==> config.mk <==
export PLATFORM = sky130hd
export DESIGN_NAME = scmc_top
export DESIGN_NICKNAME = d
export VERILOG_FILES = /design/src/hdl/scmc_pkg.sv /design/src/hdl/scmc_top.sv /design/src/hdl/scmc_divider.sv
export SDC_FILE = /design/constraint.sdc
export NUM_CORES = 1
export LEC_CHECK = 0
export ABC_AREA = 1
export ABC_CLOCK_PERIOD_IN_PS = 2100
export BUFFER_PORTS_ARGS = -buffer_cell sky130_fd_sc_hd__buf_4
export CORE_UTILIZATION = 57
export DETAILED_ROUTE_END_ITERATION = 16
export PLACE_DENSITY = 0.89
export SLEW_MARGIN = 20
export SYNTH_ARGS = -nofsm -noshare
export SYNTH_HDL_FRONTEND = slang
export SYNTH_SLANG_ARGS = --single-unit
==> constraint.sdc <==
create_clock -name clk_in -period 2.1 [get_ports clk_in]
set_clock_uncertainty 0.1 [all_clocks]
set_input_delay 0.105 -clock clk_in [delete_from_list [all_inputs] [get_ports clk_in]]
set_output_delay 0.105 -clock clk_in [all_outputs]
set_load 0.03 [all_outputs]
==> src/hdl/scmc_pkg.sv <==
/*
 * constants, mode codes and carriers shared by the clock and mode control
 * block, its far-side model and its bench.
 * assumes a single 10 MHz clock and an 8-bit register port.
 */
package scmc_pkg;

	// ------------------------------------------------------------------
	// register offsets
	// ------------------------------------------------------------------
	localparam logic [7:0] SCC_ADDR   = 8'h00; // system_clock_control
	localparam logic [7:0] HOSC_ADDR  = 8'h01; // fast oscillator control
	localparam logic [7:0] PSTAT_ADDR = 8'h02; // power status

	// ------------------------------------------------------------------
	// field positions
	// ------------------------------------------------------------------
	localparam int SEL_LSB         = 5;
	localparam int SEL_MSB         = 7;
	localparam int HIGH_KEEP_BIT   = 1;
	localparam int LOW_KEEP_BIT    = 0;
	localparam int HOSC_EN_BIT     = 0;
	localparam int HOSC_STABLE_BIT = 1;
	localparam int PDF_BIT         = 0;
	localparam int TOF_BIT         = 1;
	localparam int MODE_LSB        = 2;
	localparam int MODE_MSB        = 4;

	// ------------------------------------------------------------------
	// reset values and codes
	// ------------------------------------------------------------------
	localparam logic [2:0] SEL_RST     = 3'h0;
	localparam logic       KEEP_RST    = 1'b0;
	localparam logic       HOSC_EN_RST = 1'b1;
	localparam logic       FLAG_RST    = 1'b0;
	localparam logic [2:0] SEL_SLOW    = 3'h7;

	// ------------------------------------------------------------------
	// timing
	// ------------------------------------------------------------------
	localparam int CLK_PERIOD_NS   = 100;
	localparam int HOSC_STABLE_NS  = 16000;
	localparam int HOSC_STABLE_CYC =
		(HOSC_STABLE_NS + CLK_PERIOD_NS - 1) / CLK_PERIOD_NS;

	// ------------------------------------------------------------------
	// types
	// ------------------------------------------------------------------
	typedef enum logic [2:0] {
		MODE_FAST  = 3'h0,
		MODE_SLOW  = 3'h1,
		MODE_IDLE_ONE_MODE = 3'h3,
		MODE_IDLE_ZERO_MODE = 3'h2,
		MODE_IDLE_TWO_MODE = 3'h6,
		MODE_SLEEP = 3'h7
	} scmc_mode_e;

	typedef struct packed {
		logic cpu_tick;     // cpu clock enable
		logic sys_tick;     // system clock enable for peripherals
		logic high_run;     // high_speed_clock running
		logic slow_run;     // peripheral low-speed clock running
		logic raw_slow_run; // raw_slow_osc_clock running
	} scmc_clk_gate_s;

	typedef struct packed {
		logic [2:0] sysclk_select;
		logic       high_keep;
		logic       low_keep;
	} scmc_ctrl_s;

endpackage

==> src/hdl/scmc_top.sv <==
/*
 * system clock selection and power mode control.
 * assumes the core pulses halt and wake on this clock, the slow
 * oscillator arrives asynchronously on a pin, and the watchdog is outside.
 */
// What this block does
// - high clock from fast oscillator, low clock from slow; select picks source
// - select codes 000 to 110 give fast mode, high clock divided by 1..64
// - select code 111 gives slow mode, cpu clocked from the low clock
// - in slow mode the high clock runs only if its enable bit is set
// - six modes; cpu runs in fast and slow, stops in the four others
// - cpu-off modes entered only on halt; keep bits pick which one
// - halt with keeps 00: sleep; raw slow oscillator runs only with watchdog
// - halt with keeps 01: idle_zero_mode; low clock on, system clock only for 111
// - halt with keeps 11: idle_one_mode; high, low and system clocks all on
// - halt with keeps 10: idle_two_mode; high on, low off, system clock for 000..110
// - in fast mode high, low and raw slow clocks all run
// - enabling the fast oscillator clears stable flag, sets it once stable
// - entering cpu-off sets power-down, clears timeout flag and watchdog
// - select at bits 7..5, high keep bit 1, low keep bit 0, reset 0
`timescale 1ns/1ps
module scmc_top #(
	parameter int STABLE_CYC = scmc_pkg::HOSC_STABLE_CYC
) (
	input  wire logic                     clk_in,
	input  wire logic                     rst_n_in,
	input  wire logic [7:0]               reg_addr_in,
	input  wire logic [7:0]               reg_wdata_in,
	input  wire logic                     reg_wr_in,
	input  wire logic                     reg_rd_in,
	output logic [7:0]                    reg_rdata_out,
	input  wire logic                     cpu_halt_in,
	input  wire logic                     wake_in,
	input  wire logic                     watchdog_enable_in,
	input  wire logic                     watchdog_timeout_in,
	input  wire logic                     slow_rc_osc_in,
	output scmc_pkg::scmc_clk_gate_s      clk_gate_out,
	output logic                          high_osc_enable_out,
	output logic [2:0]                    mode_out,
	output logic                          watchdog_clear_out
);

	localparam int SCNT_W = $clog2(STABLE_CYC + 1);

	// ------------------------------------------------------------------
	// register port decode
	// ------------------------------------------------------------------
	wire wr_scc   = reg_wr_in && (reg_addr_in == scmc_pkg::SCC_ADDR);
	wire wr_hosc  = reg_wr_in && (reg_addr_in == scmc_pkg::HOSC_ADDR);
	wire wr_pstat = reg_wr_in && (reg_addr_in == scmc_pkg::PSTAT_ADDR);

	scmc_pkg::scmc_ctrl_s ctrl_reg;
	scmc_pkg::scmc_ctrl_s ctrl_next;
	scmc_pkg::scmc_mode_e mode_reg;
	scmc_pkg::scmc_mode_e mode_next;
	scmc_pkg::scmc_clk_gate_s gate_next;
	logic                 hosc_en_reg;
	logic                 stable_reg;
	logic                 stable_next;
	logic [SCNT_W-1:0]    scnt_reg;
	logic [SCNT_W-1:0]    scnt_next;
	logic                 pdf_reg;
	logic                 pdf_next;
	logic                 tof_reg;
	logic                 tof_next;
	logic [7:0]           rdata_next;

	// control fields straight from the written byte
	assign ctrl_next = wr_scc ? scmc_pkg::scmc_ctrl_s'{
		sysclk_select : reg_wdata_in[scmc_pkg::SEL_MSB:scmc_pkg::SEL_LSB],
		high_keep     : reg_wdata_in[scmc_pkg::HIGH_KEEP_BIT],
		low_keep      : reg_wdata_in[scmc_pkg::LOW_KEEP_BIT]
	} : ctrl_reg;

	// ------------------------------------------------------------------
	// slow oscillator pin: three-stage synchroniser and edge
	// ------------------------------------------------------------------
	logic s1_reg;
	logic s2_reg;
	logic s3_reg;
	logic slow_lvl_reg;
	wire  slow_lvl_next = (s2_reg == s3_reg) ? s3_reg : slow_lvl_reg;
	wire  slow_rise     = slow_lvl_next && !slow_lvl_reg;

	// first stage feeds only the second
	always_ff @(posedge clk_in) begin
		if (!rst_n_in) begin
			s1_reg       <= 1'b0;
			s2_reg       <= 1'b0;
			s3_reg       <= 1'b0;
			slow_lvl_reg <= 1'b0;
		end else begin
			s1_reg       <= slow_rc_osc_in;
			s2_reg       <= s1_reg;
			s3_reg       <= s2_reg;
			slow_lvl_reg <= slow_lvl_next;
		end
	end

	// ------------------------------------------------------------------
	// mode selection
	// ------------------------------------------------------------------
	wire sel_slow  = (ctrl_reg.sysclk_select == scmc_pkg::SEL_SLOW);
	wire run_mode  = (mode_reg == scmc_pkg::MODE_FAST) ||
	                 (mode_reg == scmc_pkg::MODE_SLOW);
	wire halt_take = cpu_halt_in && run_mode;
	wire [1:0] keeps = {ctrl_reg.high_keep, ctrl_reg.low_keep};

	scmc_pkg::scmc_mode_e run_pick;
	scmc_pkg::scmc_mode_e halt_pick;

	assign run_pick = sel_slow ? scmc_pkg::MODE_SLOW
	                           : scmc_pkg::MODE_FAST;

	// keep bits choose the cpu-off mode; ignored while running
	always_comb begin
		case (keeps)
			2'h0:    halt_pick = scmc_pkg::MODE_SLEEP;
			2'h1:    halt_pick = scmc_pkg::MODE_IDLE_ZERO_MODE;
			2'h3:    halt_pick = scmc_pkg::MODE_IDLE_ONE_MODE;
			2'h2:    halt_pick = scmc_pkg::MODE_IDLE_TWO_MODE;
			default: halt_pick = scmc_pkg::MODE_SLEEP;
		endcase
	end

	// halt enters cpu-off, wake returns to the mode picked by select
	always_comb begin
		case (mode_reg)
			scmc_pkg::MODE_FAST,
			scmc_pkg::MODE_SLOW: begin
				mode_next = halt_take ? halt_pick : run_pick;
			end
			scmc_pkg::MODE_IDLE_ZERO_MODE,
			scmc_pkg::MODE_IDLE_ONE_MODE,
			scmc_pkg::MODE_IDLE_TWO_MODE,
			scmc_pkg::MODE_SLEEP: begin
				mode_next = wake_in ? run_pick : mode_reg;
			end
			default: mode_next = scmc_pkg::MODE_FAST;
		endcase
	end

	// ------------------------------------------------------------------
	// clock gating per mode
	// ------------------------------------------------------------------
	logic high_on;
	logic slow_on;
	logic raw_on;
	logic sys_on;

	// which clocks run in each mode
	always_comb begin
		case (mode_reg)
			scmc_pkg::MODE_FAST: begin
				high_on = 1'b1;
				slow_on = 1'b1;
				raw_on  = 1'b1;
				sys_on  = 1'b1;
			end
			scmc_pkg::MODE_SLOW: begin
				high_on = hosc_en_reg;
				slow_on = 1'b1;
				raw_on  = 1'b1;
				sys_on  = 1'b1;
			end
			scmc_pkg::MODE_IDLE_ZERO_MODE: begin
				high_on = 1'b0;
				slow_on = 1'b1;
				raw_on  = 1'b1;
				sys_on  = sel_slow;
			end
			scmc_pkg::MODE_IDLE_ONE_MODE: begin
				high_on = 1'b1;
				slow_on = 1'b1;
				raw_on  = 1'b1;
				sys_on  = 1'b1;
			end
			scmc_pkg::MODE_IDLE_TWO_MODE: begin
				high_on = 1'b1;
				slow_on = 1'b0;
				raw_on  = 1'b1;
				sys_on  = !sel_slow;
			end
			scmc_pkg::MODE_SLEEP: begin
				high_on = 1'b0;
				slow_on = 1'b0;
				raw_on  = watchdog_enable_in;
				sys_on  = 1'b0;
			end
			default: begin
				high_on = 1'b1;
				slow_on = 1'b1;
				raw_on  = 1'b1;
				sys_on  = 1'b1;
			end
		endcase
	end

	// high-speed clock divided, or the low-speed clock, as system clock
	logic div_tick;

	scmc_divider #(
		.CNT_W (6)
	) u_div (
		.clk_in   (clk_in),
		.rst_n_in (rst_n_in),
		.run_in   (high_on),
		.sel_in   (ctrl_reg.sysclk_select),
		.tick_out (div_tick)
	);

	wire src_tick = sel_slow ? (slow_rise && slow_on)
	                         : div_tick;
	wire sys_tick = sys_on && src_tick;

	assign gate_next = '{
		cpu_tick     : run_mode && sys_tick,
		sys_tick     : sys_tick,
		high_run     : high_on,
		slow_run     : slow_on,
		raw_slow_run : raw_on
	};

	// ------------------------------------------------------------------
	// fast oscillator stable flag
	// ------------------------------------------------------------------
	wire en_rise  = wr_hosc && reg_wdata_in[scmc_pkg::HOSC_EN_BIT] &&
	                !hosc_en_reg;
	wire restart  = en_rise || !high_on;
	wire scnt_end = (scnt_reg == SCNT_W'(STABLE_CYC));

	assign scnt_next   = restart  ? '0 :
	                     scnt_end ? scnt_reg : scnt_reg + 1'b1;
	assign stable_next = !restart && scnt_end;

	// ------------------------------------------------------------------
	// power status flags: set wins over clear
	// ------------------------------------------------------------------
	wire pdf_clr = wr_pstat && reg_wdata_in[scmc_pkg::PDF_BIT];
	wire tof_clr = (wr_pstat && reg_wdata_in[scmc_pkg::TOF_BIT]) ||
	               halt_take;

	assign pdf_next = halt_take || (pdf_reg && !pdf_clr);
	assign tof_next = watchdog_timeout_in || (tof_reg && !tof_clr);

	// ------------------------------------------------------------------
	// read data, valid in the cycle after the strobe only
	// ------------------------------------------------------------------
	wire [7:0] rd_scc   = {ctrl_reg.sysclk_select, 3'h0,
	                       ctrl_reg.high_keep, ctrl_reg.low_keep};
	wire [7:0] rd_hosc  = {6'h00, stable_reg, hosc_en_reg};
	wire [7:0] rd_pstat = {3'h0, mode_reg, tof_reg, pdf_reg};

	assign rdata_next = !reg_rd_in ? 8'h00 :
	                    (reg_addr_in == scmc_pkg::SCC_ADDR)   ? rd_scc :
	                    (reg_addr_in == scmc_pkg::HOSC_ADDR)  ? rd_hosc :
	                    (reg_addr_in == scmc_pkg::PSTAT_ADDR) ? rd_pstat :
	                    8'h00;

	// ------------------------------------------------------------------
	// state registers
	// ------------------------------------------------------------------
	always_ff @(posedge clk_in) begin
		if (!rst_n_in) begin
			ctrl_reg      <= '{scmc_pkg::SEL_RST, scmc_pkg::KEEP_RST,
			                   scmc_pkg::KEEP_RST};
			hosc_en_reg   <= scmc_pkg::HOSC_EN_RST;
			mode_reg      <= scmc_pkg::MODE_FAST;
			scnt_reg      <= '0;
			stable_reg    <= scmc_pkg::FLAG_RST;
			pdf_reg       <= scmc_pkg::FLAG_RST;
			tof_reg       <= scmc_pkg::FLAG_RST;
			reg_rdata_out <= 8'h00;
		end else begin
			ctrl_reg      <= ctrl_next;
			hosc_en_reg   <= wr_hosc ? reg_wdata_in[scmc_pkg::HOSC_EN_BIT]
			                         : hosc_en_reg;
			mode_reg      <= mode_next;
			scnt_reg      <= scnt_next;
			stable_reg    <= stable_next;
			pdf_reg       <= pdf_next;
			tof_reg       <= tof_next;
			reg_rdata_out <= rdata_next;
		end
	end

	// registered gates and pulses toward the core and peripherals
	always_ff @(posedge clk_in) begin
		if (!rst_n_in) begin
			clk_gate_out       <= '0;
			watchdog_clear_out <= 1'b0;
		end else begin
			clk_gate_out       <= gate_next;
			watchdog_clear_out <= halt_take;
		end
	end

	assign high_osc_enable_out = clk_gate_out.high_run;
	assign mode_out            = mode_reg;
endmodule

==> src/hdl/scmc_divider.sv <==
/*
 * divider of the high-speed clock: one tick every 1..64 cycles.
 * assumes run_in low whenever the high-speed clock is stopped.
 */
`timescale 1ns/1ps
module scmc_divider #(
	parameter int CNT_W = 6
) (
	input  wire logic       clk_in,
	input  wire logic       rst_n_in,
	input  wire logic       run_in,
	input  wire logic [2:0] sel_in,
	output logic            tick_out
);

	// ------------------------------------------------------------------
	// ratio decode and counter
	// ------------------------------------------------------------------
	function automatic logic [CNT_W-1:0] ratio_mask(input logic [2:0] s);
		logic [CNT_W-1:0] one;
		one = {{(CNT_W-1){1'b0}}, 1'b1};
		ratio_mask = (one << s) - one;
	endfunction

	logic [CNT_W-1:0] cnt_reg;
	logic [CNT_W-1:0] cnt_next;
	logic             tick_next;
	wire  [CNT_W-1:0] mask_w = ratio_mask(sel_in); // codes 0..6 -> /1../64

	assign cnt_next  = run_in ? cnt_reg + 1'b1 : cnt_reg;
	assign tick_next = run_in && ((cnt_reg & mask_w) == mask_w);

	// counter holds while the high-speed clock is stopped
	always_ff @(posedge clk_in) begin
		if (!rst_n_in) begin
			cnt_reg  <= '0;
			tick_out <= 1'b0;
		end else begin
			cnt_reg  <= cnt_next;
			tick_out <= tick_next;
		end
	end
endmodule

; ---- Word-level counts from Yosys, hierarchy flattened
; Index checks and enable logic that the tools add are counted.
[word_totals]
ff_bits = 45
input_bits = 25
output_inout_bits = 18
wordCells = 98
[classes]
addsub = 3
n_eq_ne = 15
shift = 1
mux = 14
bitwise = 4
reduce_logical = 38
[ops]
columns = operator, n
row1 = logical AND 1 bit, 16
row2 = case mux 3 bit (4 select lines), 1
row3 = two-way mux 5 bit, 2
row4 = equality test 3 bit (second input constant), 3
row5 = adder 8 x 1 -> 8 bit (second input constant), 1
row6 = equality test 8 x 1 -> 1 bit (second input constant), 1
row7 = equality test 8 x 2 -> 1 bit (second input constant), 1
row8 = equality test 8 bit (second input constant), 1
row9 = zero test 8 bit, 1
row10 = two-way mux 8 bit, 1
row11 = OR reduction 2 bit, 4
row12 = zero test 1 bit, 7
row13 = adder 6 x 1 -> 6 bit (second input constant), 1
row14 = bitwise AND 6 bit, 1
row15 = equality test 3 x 2 -> 1 bit (second input constant), 2
row16 = equality test 6 bit, 1
row17 = two-way mux 3 bit, 2
row18 = case mux 3 bit (2 select lines), 1
row19 = << shifter 1 x 3 -> 6 bit (first input constant), 1
row20 = subtractor 6 x 1 -> 6 bit (second input constant), 1
row21 = logical OR 1 bit, 5
row22 = two-way mux 1 bit, 5
row23 = OR reduction 5 bit, 1
row24 = equality test 2 bit (second input constant), 2
row25 = other kinds (11), 13

; ---- Logic depth before layout (Yosys ltp)
[depth]
word_depth = 7
mapped_depth = 8
ltp_nobuf = 8

; ---- By module
; A second synthesis with hierarchy kept.
[unflattened]
hier_cells = 262
area_unflattened_um2 = 1946.9
[modules_own_cells]
columns = mod, instances, cells_per_inst, area_each_um2, seq_area_each_um2
row1 = scmc_top, 1, 210, 1591.5, 760.7
row2 = scmc_divider, 1, 52, 355.3, 140.1

; ---- Worst setup path after synthesis
; No wires, ideal clock.
[synth_path]
path_type = register -> register
from = reg mode_reg[0] (netlist: mode_out[0])
to = reg u_div.cnt_reg[1]
arrival_ns = 1.272
t_required_ns = 1.884
slack_ns = 0.612
path_stages_with_launch = 6
path_buffers = 0
period_less_slack_ns = 1.488
path_cell_list = dfxtp_1 nand3_1 nand3_4 nand2_1 o21ai_0 nor2_1
[synth_via]
elab_chain_cells = 3
[synth_rtl]
columns = item, line
row1 = "start, declared", scmc_top.sv:54  ; scmc_pkg::scmc_mode_e mode_reg;
row2 = "start signal, assigned", scmc_top.sv:268  ; mode_reg <= scmc_pkg::MODE_FAST;
row3 = "start signal, assigned", scmc_top.sv:278  ; mode_reg <= mode_next;
row4 = equality test 3 bit or equality test 3 x 2 -> 1 bit (tied branches), scmc_top.sv:153  ; case (mode_reg)
row5 = OR reduction 2 bit (no line), n/a
row6 = case mux 1 bit (2 select lines) (*), scmc_top.sv:153
row7 = "end signal, assigned", scmc_divider.sv:39  ; cnt_reg <= cnt_next;
row8 = "end, declared", scmc_divider.sv:25  ; logic [CNT_W-1:0] cnt_reg;
; Every way passes the cells marked *; elsewhere a longest branch is shown, timed or not.
; A chain may end at the register's enable or synchronous reset.

; ---- Worst setup path in the final report
[layout_path]
from = in reg_addr_in[1]
to = reg ctrl_reg[3] in the netlist's numbering
[layout_via]
elab_chain_cells = 2
[layout_rtl]
columns = item, line
row1 = "start, declared", scmc_top.sv:27  ; input wire logic [7:0] reg_addr_in,
row2 = zero test 8 bit, scmc_top.sv:48  ; wire wr_scc = reg_wr_in && (reg_addr_in == scmc_pkg::SCC_ADDR);
row3 = logical AND 1 bit, scmc_top.sv:48
row4 = "end signal, assigned", scmc_top.sv:265  ; ctrl_reg <= '{scmc_pkg::SEL_RST, scmc_pkg::KEEP_RST,
row5 = "end signal, assigned", scmc_top.sv:275  ; ctrl_reg <= ctrl_next;
row6 = "end, declared", scmc_top.sv:52  ; scmc_pkg::scmc_ctrl_s ctrl_reg;
; Every way passes these cells.

==> impl_results.md <==
- Die height: 60.9 um
- CTS tree: built
- Total number of vias: 1,917
- Sequential-to-total area share from yosys stat: 0.455
- Cell Rows: 21
- Setup slack, reg-to-reg: 0.34 ns
- Mux cell area share after synthesis: 0
- Crit-path max FO: 9
- Overall Global Routing Usage: 0.259
- Final hold slack: 0.00486 ns
- Synth Area in Adders: 0.0316
- CP Cell Sequence: dlygate4sd3_1 -> buf_4 -> inv_1 -> nand3_1 -> nor2_2 -> nand3_1 -> dlygate4sd3_1 -> a21oi_1
- Critical Path RT: 2.28 ns
- Final Slew Violations: 0
- Worst reg2reg startpoint: mode_out[2]
- Core area: 3340 um^2
- Largest family of logic cells by synthesized area: simple AND/OR/NAND/NOR gates
- WP data arrival: 2.11 ns
- RSZ-0062 raised after global routing: no
- Worst path top cell family by delay: buffers and inverters
- Initial DRC count: 119
- CP Buf/Inv Count: 4
- Clock transition at path regs: 0.13 ns
- Worst Tran Pin Value: 0.357 ns
- First-pass DRT Iterations: 4
- CP Launch Type: primary input
- DRC viols: 0
- Synth cell types: 25
- Setup_tns: 0 ns
- Clk Latency, worst-skew pair: 0.36 ns
- Synth Warn #: 0
- Setup WS post-layout: 0.163 ns
- Most common cell after layout, fill and taps aside: nand2_1
- Hold Crit Class: primary input to flip-flop
- CP Depth: 8
- Io pins: 43
- Fmax: 516 MHz
- Number of diodes: 0
- Maximum clock path buffer count: 2
- Pwr Density: 626 nW/um^2
- Netlist Area Pre-Place: 1980 um^2
- Die Area: 3710 um^2
- Worst ir drop on vdd: 0.344 mV
- Vias in the first global route: 1,733
- Worst Setup SP: reg_addr_in[1]
- Grt ovf: 0
- DPL Wire Length: 2890 um
- # setup viols final: 0
- First-pass GRT wire length: 7070 um
- Min-delay src: reg_rd_in
- Crit end category: flip-flop
- Post-Syn Nets: 301
- Critical path capture point: ctrl_reg[3]
- CP Class: primary input to flip-flop
- RR Endpoint: tof_reg
- Reg2Reg Depth: 7
- H-tree levels: 2
- Pre-CTS setup slack: 0.665 ns
- Crit path largest cell delay: 0.57 ns
- Post-Syn Instances: 271
- Slowest CP cell: dlygate4sd3_1
- Worst slew margin: 0.762
- Largest net degree at the start of global routing: 17
- Routed wire length per instance: 11.5 um
- Root Buffer: clkbuf_4
- Gp weighted congestion: 0.790
- Synth Area in Simple Gates: 0.308
- Port bufs: 39
- CTS Buf Count: 5
- Initial antenna violation count: 0
- Hold Vio Cnt, Final: 0
- Synth-to-layout area growth: 31.1%
- Fillers: 229
- Synth top area cells: dfxtp_1 46%, nand2_1 11%, nor2_1 7.4%
- Clock Sink Count: 45
- Status: finished, final reports clean
- Synth Area in XOR/XNOR: 0.0266
- Via density: 5.02
- Pleak: 1.14 nW
- Final Net Count: 365
- Die width: 60.9 um
- Synthesis-stage register bit count: 45
- Max Cap Viol: 0
- Final period utilization: 0.922
- Highest-count cells in the layout ignoring fill and taps: 57 x nand2_1, 45 x dfxtp_1, 40 x buf_4
- Wirelength, routed: 4400 um
- Mean Syn Cell Area: 7.30 um^2
- Synth Area in Compound Gates: 0.0968
- Area leader, netlist: dfxtp_1
- Share of cells above drive strength 1: 0.167
- Remaining antenna violation count: 0
- Final Critical Period: 1.94 ns
- Synth top area share: 0.455
- Starting density of the core: 0.593
==> timing repair <==
| action | 4_1_cts | 5_1_grt |
|---|---|---|
| resized for setup | 0 | 0 |
| hold buffers | 21 | 0 |
| buffers inserted | 0 | 0 |
| endpoints found under the setup margin | 0 | 0 |
| hold endpoints to repair | 22 | 0 |
==> report_power, final <==
group	total [mW]	internal (mW)	switching (mW)
Clock	0.441	0.164	0.277
Combinational	0.258	0.113	0.146
Sequential	0.925	0.892	0.0336
Total	1.62	1.17	0.456
==> through the flow <==
| step | cells | power (mW) | area [um^2] | utilization |
|---|---|---|---|---|
| final | 382 | 1.62 | 2590 | 0.777 |
| after global routing | 382 | 1.71 | 2590 | 0.777 |
| after CTS | 382 | 1.63 | 2590 | 0.777 |
| after detailed placement | 353 | 1.18 | 2320 | 0.694 |
| after global placement | 353 | 1.17 | 2320 | 0.694 |
| after floorplan | 271 | 1.09 | 1980 | - |
==> cells by family after synthesis <==
kind of cell             after synthesis
AND/OR/NAND/NOR                      138
buffers and inverters                 42
flip-flops                            45
AO/OA/AOI/OAI                         35
adder cells (fa/ha/maj)                5
XOR/XNOR                               6
==> tightest hold or removal path, cell delays in order <==
cell and delay [ns]:
buf_4 0.11, nand2_1 0.05, inv_1 0.07, nand2_1 0.07, a21oi_1 0.03
==> how the worst min path moves through the flow <==
stage / to / slack [ns] / depth (start not counted)
final: reg_rdata_out[1] / 0.005 / 5
after global routing: reg_rdata_out[0] / 0.003 / 5
after CTS: reg_rdata_out[1] / 0.003 / 5
after detailed placement: s1_reg / 0.19 / 3
after global placement: s1_reg / 0.19 / 3
after floorplan: s1_reg / 0.10 / 2
==> synthesized netlist by cell type <==
master / n
nand2_2: 1
clkinv_1: 1
nand3_2: 2
nor2_2: 1
nor3b_1: 1
nand4_1: 3
ha_1: 5
a21oi_1: 22
clkbuf_1: 3
or2_2: 2
nor2_1: 39
nand3_4: 1
nor3_1: 3
o21ai_0: 10
nand3b_1: 1
or2_1: 1
o211ai_1: 2
buf_4: 1
nand3_1: 25
inv_1: 37
or2_0: 1
nand2_1: 57
xor2_1: 6
dfxtp_1: 45
a21oi_4: 1
==> metal layers <==
layer | routed length [um] | part of all wire | global-route usage | vias up
li1 | - | - | - | 985
met1 | 1940 | 0.44 | 0.313 | 849
met2 | 2110 | 0.48 | 0.419 | 68
met3 | 220 | 0.050 | 0.0746 | 15
met4 | 136 | 0.031 | 0.130 | 0
met5 | 0 | 0 | 0 | -
==> area by class of cell <==
| cell class | instances | area, um^2 | share of cell area |
|---|---|---|---|
| clock buffers | 6 | 51.3 | 0.0198 |
| inverters | 38 | 143 | 0.0550 |
| flip-flops and latches | 45 | 901 | 0.347 |
| well taps | 46 | 57.6 | 0.0222 |
| multi-input cells | 184 | 916 | 0.353 |
| clock inverters | 2 | 13.8 | 0.00531 |
| repair buffers | 61 | 510 | 0.197 |
Note: power is estimated with default switching activity, not from simulation.
